[config.mk]
export PLATFORM = sky130hd
export DESIGN_NAME = aic_cond
export DESIGN_NICKNAME = d
export VERILOG_FILES = /design/src/rtl/aic_pkg.sv /design/src/rtl/aic_cond.sv
export VERILOG_INCLUDE_DIRS = /design/src /design/src/rtl
export SDC_FILE = /design/constraint.sdc
export NUM_CORES = 2
export LEC_CHECK = 0
export BUFFER_PORTS_ARGS = -buffer_cell sky130_fd_sc_hd__buf_4
export CORE_AREA = 2 2 325 327
export CTS_BUF_LIST = sky130_fd_sc_hd__clkbuf_16
export CTS_CLUSTER_DIAMETER = 40
export DETAILED_ROUTE_END_ITERATION = 8
export DIE_AREA = 0 0 327 329
export GPL_ROUTABILITY_DRIVEN = 0
export PLACE_DENSITY_LB_ADDON = 0.08
export SLEW_MARGIN = 20
export SYNTH_ARGS = -nofsm -noshare
export SYNTH_HDL_FRONTEND = slang
export SYNTH_SLANG_ARGS = --single-unit
[constraint.sdc]
create_clock -name sys_clk -period 11.7 [get_ports sys_clk]
set_input_delay 1.17 -clock sys_clk [delete_from_list [all_inputs] [get_ports sys_clk]]
set_output_delay 1.17 -clock sys_clk [all_outputs]
set_load 0.01 [all_outputs]
[src/rtl/aic_map.svh]
// constants of the pressure input conditioning block
// assumes a fieldbus engine outside decodes parameter ids into writes
// Summary of operation
// - accept unit codes 1001 raw, 1301 Torr, 1308 mbar, 1309 Pascal
// - acyclic unit change refused during first generation cyclic exchange
// - acyclic unit change permitted only while idle
// - cyclic user parameter unit overwrites earlier acyclic unit
// - unit setting applies to every block instance; here each instance keeps its own unit_reg
// - reading valid only when running, no maker fault, no sensor alarm
// - full scale reported in current type and unit
// - offset added before gain; zero adjust rewrites offset
// - separate type parameter sets offset numeric representation
// - alarm when value rises above high alarm trip point
// - alarm when value falls below low alarm trip point
// - alarm clears only after recovering by alarm hysteresis
// - warning when value rises above high warning trip point
// - warning when value falls below low warning trip point
// - not running or device error outputs safe state value
// - safe state 0 zero, 1 full scale, 2 hold last, 3 safe value
// - zero safe value stays zero across unit changes
// - overrange reports highest valid value in current type and unit
// - underrange reports lowest valid value in current type and unit
// - adjust byte0 command, byte1 target; code 0 zero adjust
// - target 1 starts service; other targets do nothing
// - numeric type code 3 signed 16 bit, code 8 float
// - status bits set only when enables are 1; default disabled
`ifndef AIC_MAP_SVH
`define AIC_MAP_SVH
`define AIC_ID_ADJUST 8'h0F
`define AIC_ID_ALM_EN 8'h11
`define AIC_ID_WRN_EN 8'h12
`define AIC_ID_PV 8'h13
`define AIC_ID_STATUS 8'h14
`define AIC_ID_TYPE 8'h15
`define AIC_ID_UNIT 8'h16
`define AIC_ID_VALID 8'h17
`define AIC_ID_FSCALE 8'h18
`define AIC_ID_OFS_TYPE 8'h19
`define AIC_ID_OFS 8'h1A
`define AIC_ID_ATP_HI 8'h1F
`define AIC_ID_ATP_LO 8'h20
`define AIC_ID_AHYS 8'h21
`define AIC_ID_WTP_HI 8'h23
`define AIC_ID_WTP_LO 8'h24
`define AIC_ID_WHYS 8'h25
`define AIC_ID_SSTATE 8'h27
`define AIC_ID_SVALUE 8'h28
`define AIC_ID_OVR 8'h2C
`define AIC_ID_UNR 8'h2D
`define AIC_UNIT_RAW 16'h1001
`define AIC_UNIT_TORR 16'h1301
`define AIC_UNIT_MBAR 16'h1308
`define AIC_UNIT_PA 16'h1309
`define AIC_TYPE_SIGNED_16BIT_TYPE 8'h03
`define AIC_TYPE_FLOAT 8'h08
`define AIC_ADJ_ZERO 8'h00
`define AIC_TGT_START 8'h01
`define AIC_BIT_HI_ALM 0
`define AIC_BIT_LO_ALM 1
`define AIC_BIT_HI_WRN 2
`define AIC_BIT_LO_WRN 3
`endif

[src/rtl/aic_pkg.sv]
// types of the pressure input conditioning block
// assumes aic_map.svh is on the include path
package aic_pkg;
	typedef enum logic [1:0] {
		AIC_SAFE_ZERO,
		AIC_SAFE_FULL,
		AIC_SAFE_HOLD,
		AIC_SAFE_VALUE
	} aic_safe_t;
	typedef struct packed {
		logic wr;
		logic cyclic;
		logic [7:0] id;
		logic [31:0] data;
	} aic_wr_t;
	typedef struct packed {
		logic hi_alm;
		logic lo_alm;
		logic hi_wrn;
		logic lo_wrn;
	} aic_cond_t;
endpackage

[src/rtl/aic_cond.sv]
// pressure analog input conditioning: unit, offset, alarms, safe state
// assumes parameter writes arrive decoded by id, one per cycle, on sys_clk
// values are signed fixed point raw_count_unit; float type is a tag passed through
`include "aic_map.svh"
module aic_cond #(
	parameter int W = 32
) (
	// clock and reset
	input wire logic sys_clk,
	input wire logic reset,
	// device state
	input wire logic running,
	input wire logic device_error,
	input wire logic maker_fault,
	input wire logic sensor_alarm,
	input wire logic cyclic_v0_active,
	// measurement and range from the transducer
	input wire logic signed [W-1:0] raw_meas,
	input wire logic signed [W-1:0] gain_q8,
	input wire logic signed [W-1:0] full_scale_in,
	input wire logic signed [W-1:0] over_in,
	input wire logic signed [W-1:0] under_in,
	// parameter access
	input wire aic_pkg::aic_wr_t wr_in,
	input wire logic [7:0] rd_id,
	// results
	output logic [31:0] rd_data,
	output logic wr_refused,
	output logic signed [W-1:0] conditioned_pressure_value,
	output logic reading_valid,
	output logic [7:0] status_bits,
	output logic [15:0] unit_all,
	output logic [7:0] type_all
);
	// ************************************************************
	// parameter storage
	// ************************************************************
	logic [15:0] unit_reg;
	logic [7:0] type_reg;
	logic [7:0] ofs_type_reg;
	logic signed [W-1:0] ofs_reg;
	logic alm_en_reg;
	logic wrn_en_reg;
	logic signed [W-1:0] atp_hi_reg, atp_lo_reg, ahys_reg;
	logic signed [W-1:0] wtp_hi_reg, wtp_lo_reg, whys_reg;
	aic_pkg::aic_safe_t safe_reg;
	logic signed [W-1:0] svalue_reg;
	logic [15:0] adjust_reg;
	logic signed [W-1:0] meas_pv, last_reg, pv_next;
	aic_pkg::aic_cond_t cond_reg;
	logic wr_unit, unit_ok, wr_adj, zero_go;

	function automatic logic unit_legal(input logic [15:0] u);
		unit_legal = (u == `AIC_UNIT_RAW) || (u == `AIC_UNIT_TORR) ||
			(u == `AIC_UNIT_MBAR) || (u == `AIC_UNIT_PA);
	endfunction

	function automatic logic type_legal(input logic [7:0] t);
		type_legal = (t == `AIC_TYPE_SIGNED_16BIT_TYPE) || (t == `AIC_TYPE_FLOAT);
	endfunction

	assign wr_unit = wr_in.wr && (wr_in.id == `AIC_ID_UNIT);
	// cyclic user data wins regardless of source history; acyclic needs idle
	assign unit_ok = unit_legal(wr_in.data[15:0]) && (wr_in.cyclic ||
		(!running && !cyclic_v0_active));
	assign wr_adj = wr_in.wr && (wr_in.id == `AIC_ID_ADJUST);
	assign zero_go = wr_adj && (wr_in.data[7:0] == `AIC_ADJ_ZERO) &&
		(wr_in.data[15:8] == `AIC_TGT_START);

	// ************************************************************
	// unit and type, held per instance and copied out on unit_all and type_all
	// ************************************************************
	always_ff @(posedge sys_clk) begin
		if (reset) begin
			unit_reg <= `AIC_UNIT_TORR;
			type_reg <= `AIC_TYPE_FLOAT;
			ofs_type_reg <= `AIC_TYPE_FLOAT;
		end else if (wr_in.wr) begin
			if (wr_unit && unit_ok) begin
				unit_reg <= wr_in.data[15:0];
			end
			if (wr_in.id == `AIC_ID_TYPE && type_legal(wr_in.data[7:0]) &&
				(wr_in.cyclic || !cyclic_v0_active)) begin
				type_reg <= wr_in.data[7:0];
			end
			if (wr_in.id == `AIC_ID_OFS_TYPE && type_legal(wr_in.data[7:0])) begin
				ofs_type_reg <= wr_in.data[7:0];
			end
		end
	end

	always_ff @(posedge sys_clk) begin
		if (reset) begin
			wr_refused <= 1'b0;
		end else begin
			wr_refused <= wr_unit && !unit_ok;
		end
	end

	// ************************************************************
	// trip points, enables, safe state
	// ************************************************************
	always_ff @(posedge sys_clk) begin
		if (reset) begin
			alm_en_reg <= 1'b0;
			wrn_en_reg <= 1'b0;
			atp_hi_reg <= '0;
			atp_lo_reg <= '0;
			ahys_reg <= '0;
			wtp_hi_reg <= '0;
			wtp_lo_reg <= '0;
			whys_reg <= '0;
			safe_reg <= aic_pkg::AIC_SAFE_ZERO;
			svalue_reg <= '0;
		end else if (wr_in.wr) begin
			// range of trip values is the master's duty, stored as given
			case (wr_in.id)
				`AIC_ID_ALM_EN: alm_en_reg <= wr_in.data[0];
				`AIC_ID_WRN_EN: wrn_en_reg <= wr_in.data[0];
				`AIC_ID_ATP_HI: atp_hi_reg <= wr_in.data[W-1:0];
				`AIC_ID_ATP_LO: atp_lo_reg <= wr_in.data[W-1:0];
				`AIC_ID_AHYS: ahys_reg <= wr_in.data[W-1:0];
				`AIC_ID_WTP_HI: wtp_hi_reg <= wr_in.data[W-1:0];
				`AIC_ID_WTP_LO: wtp_lo_reg <= wr_in.data[W-1:0];
				`AIC_ID_WHYS: whys_reg <= wr_in.data[W-1:0];
				`AIC_ID_SSTATE: safe_reg <= aic_pkg::aic_safe_t'(wr_in.data[1:0]);
				// no unit conversion applied, so a zero stays zero
				`AIC_ID_SVALUE: svalue_reg <= wr_in.data[W-1:0];
				default: ;
			endcase
		end
	end

	// ************************************************************
	// adjust command and offset
	// ************************************************************
	always_ff @(posedge sys_clk) begin
		if (reset) begin
			adjust_reg <= '0;
			ofs_reg <= '0;
		end else begin
			if (wr_adj) begin
				adjust_reg <= wr_in.data[15:0];
			end
			if (zero_go) begin
				ofs_reg <= -raw_meas;
			end else if (wr_in.wr && wr_in.id == `AIC_ID_OFS) begin
				ofs_reg <= wr_in.data[W-1:0];
			end
		end
	end

	// ************************************************************
	// process value
	// ************************************************************
	logic signed [2*W-1:0] prod;
	assign prod = (raw_meas + ofs_reg) * gain_q8;
	assign meas_pv = prod[W+7:8];

	always_comb begin
		pv_next = meas_pv;
		if (!running || device_error) begin
			case (safe_reg)
				aic_pkg::AIC_SAFE_ZERO: pv_next = '0;
				aic_pkg::AIC_SAFE_FULL: pv_next = full_scale_in;
				aic_pkg::AIC_SAFE_HOLD: pv_next = last_reg;
				aic_pkg::AIC_SAFE_VALUE: pv_next = svalue_reg;
				default: pv_next = '0;
			endcase
		end
	end

	always_ff @(posedge sys_clk) begin
		if (reset) begin
			last_reg <= '0;
			conditioned_pressure_value <= '0;
		end else begin
			if (running && !device_error) begin
				last_reg <= meas_pv;
			end
			conditioned_pressure_value <= pv_next;
		end
	end

	// ************************************************************
	// alarms and warnings with hysteresis
	// ************************************************************
	function automatic logic hi_next(input logic cur, input logic signed [W-1:0] v,
		input logic signed [W-1:0] tp, input logic signed [W-1:0] hy);
		hi_next = cur ? !(v < tp - hy) : (v > tp);
	endfunction

	function automatic logic lo_next(input logic cur, input logic signed [W-1:0] v,
		input logic signed [W-1:0] tp, input logic signed [W-1:0] hy);
		lo_next = cur ? !(v > tp + hy) : (v < tp);
	endfunction

	always_ff @(posedge sys_clk) begin
		if (reset) begin
			cond_reg <= '0;
		end else begin
			cond_reg.hi_alm <= alm_en_reg &&
				hi_next(cond_reg.hi_alm, pv_next, atp_hi_reg, ahys_reg);
			cond_reg.lo_alm <= alm_en_reg &&
				lo_next(cond_reg.lo_alm, pv_next, atp_lo_reg, ahys_reg);
			cond_reg.hi_wrn <= wrn_en_reg &&
				hi_next(cond_reg.hi_wrn, pv_next, wtp_hi_reg, whys_reg);
			cond_reg.lo_wrn <= wrn_en_reg &&
				lo_next(cond_reg.lo_wrn, pv_next, wtp_lo_reg, whys_reg);
		end
	end

	logic [7:0] status_next;
	always_comb begin
		status_next = '0;
		status_next[`AIC_BIT_HI_ALM] = cond_reg.hi_alm;
		status_next[`AIC_BIT_LO_ALM] = cond_reg.lo_alm;
		status_next[`AIC_BIT_HI_WRN] = cond_reg.hi_wrn;
		status_next[`AIC_BIT_LO_WRN] = cond_reg.lo_wrn;
	end

	always_ff @(posedge sys_clk) begin
		if (reset) begin
			status_bits <= '0;
			reading_valid <= 1'b0;
			unit_all <= `AIC_UNIT_TORR;
			type_all <= `AIC_TYPE_FLOAT;
		end else begin
			status_bits <= status_next;
			reading_valid <= running && !maker_fault && !sensor_alarm;
			unit_all <= unit_reg;
			type_all <= type_reg;
		end
	end

	// ************************************************************
	// parameter read back, one cycle latency
	// ************************************************************
	logic [31:0] rd_next;
	always_comb begin
		rd_next = '0;
		case (rd_id)
			`AIC_ID_ADJUST: rd_next = {16'h0000, adjust_reg};
			`AIC_ID_ALM_EN: rd_next = {31'h0, alm_en_reg};
			`AIC_ID_WRN_EN: rd_next = {31'h0, wrn_en_reg};
			`AIC_ID_PV: rd_next = 32'(conditioned_pressure_value);
			`AIC_ID_STATUS: rd_next = {24'h0, status_bits};
			`AIC_ID_TYPE: rd_next = {24'h0, type_reg};
			`AIC_ID_UNIT: rd_next = {16'h0, unit_reg};
			`AIC_ID_VALID: rd_next = {31'h0, reading_valid};
			`AIC_ID_FSCALE: rd_next = 32'(full_scale_in);
			`AIC_ID_OFS_TYPE: rd_next = {24'h0, ofs_type_reg};
			`AIC_ID_OFS: rd_next = 32'(ofs_reg);
			`AIC_ID_ATP_HI: rd_next = 32'(atp_hi_reg);
			`AIC_ID_ATP_LO: rd_next = 32'(atp_lo_reg);
			`AIC_ID_AHYS: rd_next = 32'(ahys_reg);
			`AIC_ID_WTP_HI: rd_next = 32'(wtp_hi_reg);
			`AIC_ID_WTP_LO: rd_next = 32'(wtp_lo_reg);
			`AIC_ID_WHYS: rd_next = 32'(whys_reg);
			`AIC_ID_SSTATE: rd_next = {30'h0, safe_reg};
			`AIC_ID_SVALUE: rd_next = 32'(svalue_reg);
			`AIC_ID_OVR: rd_next = 32'(over_in);
			`AIC_ID_UNR: rd_next = 32'(under_in);
			default: rd_next = '0;
		endcase
	end

	always_ff @(posedge sys_clk) begin
		if (reset) begin
			rd_data <= '0;
		end else begin
			rd_data <= rd_next;
		end
	end
endmodule // aic_cond

=== Yosys cells after proc, flatten, opt, wreduce, memory -nomap -nowiden ===
Index checks and enable logic that the tools add are counted.

* Order comparisons: 8
* Equality and inequality tests: 46
* $mul: 1
* Muxes and demuxes: 9
* $add $sub $neg: 6
* Reductions and logical operators: 52

{| class="wikitable"
|+ Operator list
! operator !! count
|-
| one-hot mux 32 bit (21 select lines) || 1
|-
| == test 8 x 5 -> 1 bit (second input constant) || 18
|-
| == test 8 x 6 -> 1 bit (second input constant) || 16
|-
| > comparator 32 bit || 4
|-
| < comparator 32 bit || 4
|-
| one-hot mux 32 bit (4 select lines) || 1
|-
| 2-to-1 mux 32 bit || 3
|-
| adder 32 bit || 2
|-
| == test 16 x 13 -> 1 bit (second input constant) || 4
|-
| subtractor 32 bit || 2
|-
| multiplier 33 x 32 -> 40 bit || 1
|-
| adder 32 x 32 -> 33 bit || 1
|-
| negator 32 bit || 1
|-
| AND reduction 2 bit || 13
|-
| == test 8 x 4 -> 1 bit (second input constant) || 3
|-
| logical AND 1 bit || 19
|-
| zero test 1 bit || 10
|-
| == test 8 x 1 -> 1 bit (second input constant) || 1
|-
| == test 8 x 2 -> 1 bit (second input constant) || 1
|-
| zero test 8 bit || 1
|-
| logical OR 1 bit || 7
|-
| == test 2 bit (second input constant) || 2
|-
| 2-to-1 mux 1 bit || 4
|-
| == test 2 x 1 -> 1 bit (second input constant) || 1
|-
| other kinds (2) || 2
|}

* Input bits: 217
* Logic and storage cells: 150
* Output and inout bits: 98
* Register bits: 442

=== Depth between registers and ports, before layout ===
* Word-level depth: 7
* Depth in mapped cells: 52
* Mapped depth without buffers: 51

=== Worst setup path before layout ===
OpenSTA, ideal clock, no wires.

* Path type: input-to-reg
* Start point: input raw_meas[0]
* End point: register cond_reg[2] (netlist name)
* Cell stages on the path: 47
* Library setup time: 86 ps
* Data arrival time: 12,737 ps
* Path slack: -1,123 ps
* Path buffers: 1
* Data required time: 11,614 ps
* Path through: ha_1 > inv_1 > fa_1 > nor2b_4 > o2111ai_2 > nand3_2 > a21o_1 > o31a_1 > or4_1 > a31oi_1 > xnor2_1 > clkbuf_1 > and2_1 > fa_1 > inv_1 > fa_1 > fa_1 > fa_1 > (+11 left out) > nand2b_1 > a211oi_1 > a21boi_1 > nor3_2 > o21bai_1 > a21oi_1 > xnor3_1 > xnor2_1 > xnor3_1 > xnor3_2 > a21oi_1 > ha_1 > nand4_1 > or4_1 > nand4bb_1 > or4_1 > o21ba_2 > a211oi_1

* Word-level cells in the longest chain between the ends: 7
* Elaborated cells on any way between the ends: 8
* Classes of those cells: add/sub: 1; mul: 1; order compare: 2; mux: 2; reduce/logical: 2

{| class="wikitable"
|+ RTL lines
! element !! line !! RTL
|-
| from (decl) || aic_cond.sv:18 || <nowiki>input wire logic signed [W-1:0] raw_meas,</nowiki>
|-
| adder 32 x 32 -> 33 bit (*) || aic_cond.sv:157 || <nowiki>assign prod = (raw_meas + ofs_reg) * gain_q8;</nowiki>
|-
| multiplier 33 x 32 -> 40 bit (*) || aic_cond.sv:157 ||
|-
| 2-to-1 mux 32 bit (*) || aic_cond.sv:162 || <nowiki>if (!running || device_error) begin</nowiki>
|-
| net pv_next[31] || aic_cond.sv:49 || <nowiki>logic signed [W-1:0] meas_pv, last_reg, pv_next;</nowiki>
|-
| > comparator 32 bit || aic_cond.sv:195 || <nowiki>lo_next = cur ? !(v > tp + hy) : (v < tp);</nowiki>
|-
| zero test 1 bit || aic_cond.sv:195 ||
|-
| 2-to-1 mux 1 bit (*) || aic_cond.sv:195 ||
|-
| logical AND 1 bit (*) || aic_cond.sv:204 || <nowiki>cond_reg.lo_alm <= alm_en_reg &&</nowiki>
|-
| to (decl) || aic_cond.sv:50 || <nowiki>aic_pkg::aic_cond_t cond_reg;</nowiki>
|}

The timed path passes the listed nets; every way through them passes the cells marked *.
A chain may end at the register's enable or synchronous reset.

=== Worst setup path after layout ===
Same ends and word-level chain as after synthesis.

==> impl_metrics.csv <==
group,metric,value,unit
setup_path,reg2reg_slack,-0.14,ns
worst_hold_path,min_to,"last_reg[13]",
setup_path,worst-r2r-cell-count,50,
clock_network,cts_tree,"yes",
sta,worst_pin_slew,1.22,ns
clock_network,cts_buffers,68,
clock_network,cts.sinks,438,
setup_path,cp_max_fo,6,
cells_and_area,multiInputGateArea,43600,sq um
cells_and_area,fin_util,63.7,%
sta,grt_setup_unrepaired,"yes",
sta,fmax,0.0840,GHz
die,pin_count,315,
cells_and_area,layout_commonest_cell,"nand2_1",
setup_path,timing.rr.start,"ofs_reg[8]",
clock_network,cts_buffer_depth,3,
setup_path,reg2reg_to,"cond_reg[2]",
yosys,ys_seq_area_share,15.7,%
yosys,ys_warn_count,0,
grt,grt_pass1_wl,314000,um
sta,min_period_over_period,102,%
sta,finClkSkew,0.0292,ns
cells_and_area,ff_latch_area,8770,sq um
yosys,postSynthCellCount,6765,
yosys,synth_area,55800,sq um
setup_path,start_kind,"input port",
yosys,ys_ff_latch,438,
sta,slew-limit-headroom,17.5,%
setup_path,end_kind,"flip-flop",
setup_path,worstPathRequired,12.22,ns
run,max-cap-violations,0,
die,die_area,108000,sq um
worst_hold_path,worstHoldStart,"last_reg[13]",
die,num_rows,119,
detailed_routing,drc,0,
clock_network,clock_latency,0.63,ns
detailed_routing,drt_iter0_markers,5802,
yosys,ys_top_cells_by_area,"fa_1 23%, dfxtp_1 16%, ha_1 11%, nand2_1 6.6%, inv_1 6.0%",
die,die_h,329,um
setup_path,crit_type,"in -> reg",
setup_path,max_stage_delay,0.57,ns
yosys,synthDistinctLibCells,94,
yosys,avgSynthCellArea,8.25,sq um
clock_network,cts_hold_buf,0,
die,initial_core_util,53.5,%
sta,period_needed,11.91,ns
worst_hold_path,worstHoldPathCells,2,
grt,antenna_found_initial,12,
yosys,synth_top_area_cell,"fa_1",
detailed_routing,routed_wl,207000,um
cells_and_area,final_cell_mix,"969 x nand2_1, 887 x inv_1, 835 x buf_4, 636 x fa_1, 484 x a21oi_1",
place,post-dp-hpwl,166000,um
place,port-buffer-count,310,
yosys,synth_edf_count,0,
yosys,synth_top_area_share,23.3,%
setup_path,cp_slowest_cell,"fa_1",
clock_network,clk_pin_slew,0.05,ns
grt,grt_max_degree,102,
sta,hold_viol_final,0,
status,violations,"setup timing",
detailed_routing,firstDrtPassIters,9,
cells_and_area,layout-drive-gt1-share,17.1,%
die,die_w,327,um
die,core_area,104000,sq um
clock_network,cts_root_buffer,"clkbuf_16",
detailed_routing,final_antenna_net_count,0,
detailed_routing,routedWlPerCell,23.5,um
cells_and_area,filler_cell_count,9055,
yosys,synth-main-ff-cell,"dfxtp_1",
status,status,"finished, violations left",
detailed_routing,num_vias,52400,
sta,setup_viol,4,
cells_and_area,nNetsFinal,8698,
worst_hold_path,holdCritPathClass,"reg -> reg",
grt,track_usage,38.2,%
grt,grt-ovfl-total,0,
yosys,async_reset_ff_share,0,%
setup_path,crit_top_cell,"fa_1",
clock_network,htreeDepth,3,
sta,slew_violations,0,
grt,grt_pass1_vias,52100,
sta,setup_slack,-0.209,ns
setup_path,cp.arrival,12.43,ns
cells_and_area,syn_to_final_growth,19.1,%
detailed_routing,routed_via_density,5.97,
through the flow:
step           setup slack (ns)  area (sq um)  cells  TNS (ns)  hold WS [ns]
3_3_place_gp              -1.15         62800   8616     -4.12         0.437
5_1_grt                  -0.580         66500   8777     -2.11         0.472
4_1_cts                  -0.119         65900   8756    -0.261         0.454
2_1_floorplan            -0.359         56000   6768    -0.401         0.430
3_5_place_dp              -1.26         62800   8616     -4.63         0.445
6_report                 -0.209         66500   8779    -0.609         0.454
cell families (layout without fill, tap and decap cells):
| family | count (synthesis) | in the layout | synth area share, % |
|---|---|---|---|
| AO/OA/AOI/OAI | 1356 | 1356 | 16.0 |
| multiplexers | 57 | 57 | 1.09 |
| XOR/XNOR | 251 | 251 | 4.14 |
| adder cells (fa/ha/maj) | 1172 | 1172 | 34.9 |
| AND/OR/NAND/NOR | 2227 | 2227 | 19.6 |
| other | 1 | 9 | 0.00672 |
| buffers and inverters | 1263 | 1878 | 8.57 |
| flip-flops | 438 | 438 | 15.7 |
worst max path at each step:
| stage | from | end | depth (start not counted) |
|---|---|---|---|
| 6_report | raw_meas[0] | cond_reg[2] | 49 |
| 2_1_floorplan | raw_meas[0] | cond_reg[2] | 47 |
| 5_1_grt | raw_meas[8] | cond_reg[2] | 53 |
| 3_5_place_dp | raw_meas[1] | cond_reg[2] | 47 |
| 3_3_place_gp | raw_meas[1] | cond_reg[2] | 48 |
| 4_1_cts | raw_meas[0] | cond_reg[2] | 49 |
timing repair:
action	CTS	global route
resized for setup	119	92
setup buffers	19	18
pin swaps	115	88
gates cloned	0	0
setup endpoints to repair	4	4
metal layers:
metal	up-vias	track usage, %	share of wire, %
met2	2768	59.7	44
met4	12	17.8	5.2
met1	25600	51.0	40
li1	23500	-	-
met5	-	0	0.040
met3	498	7.73	11
final cells by class:
class	count	share of cell area, %
Multi-Input combinational cell	5067	65.6
Sequential cell	438	13.2
Timing Repair Buffer	859	9.99
Inverter	894	5.05
Clock buffer	70	2.64
Tap cell	1391	2.62
Clock inverter	55	0.858
Antenna cell	5	0.0188
worst max-delay path: cells and delay by family:
family | cells | cell delay [ns]
fa+ha+maj | 12 | 4.98
xor+xnor | 5 | 1.02
buf+inv | 8 | 0.92
simple gates | 12 | 2.14
compound gates | 12 | 2.19
cells in the mapped netlist, types with 73 or more instances:
cell type,count
xnor2_1,165
and2_1,479
nor2b_1,98
a22oi_1,117
a21o_1,119
nor3_1,73
clkbuf_1,338
o21ai_0,128
fa_1,650
dfxtp_1,438
nand2_1,979
nor2_1,227
ha_1,503
a21oi_1,510
inv_1,894
xor2_1,78
Power is left out: the tool's default activity adds up to more than one toggle a clock period on the data nets, which glitch-free logic cannot reach.
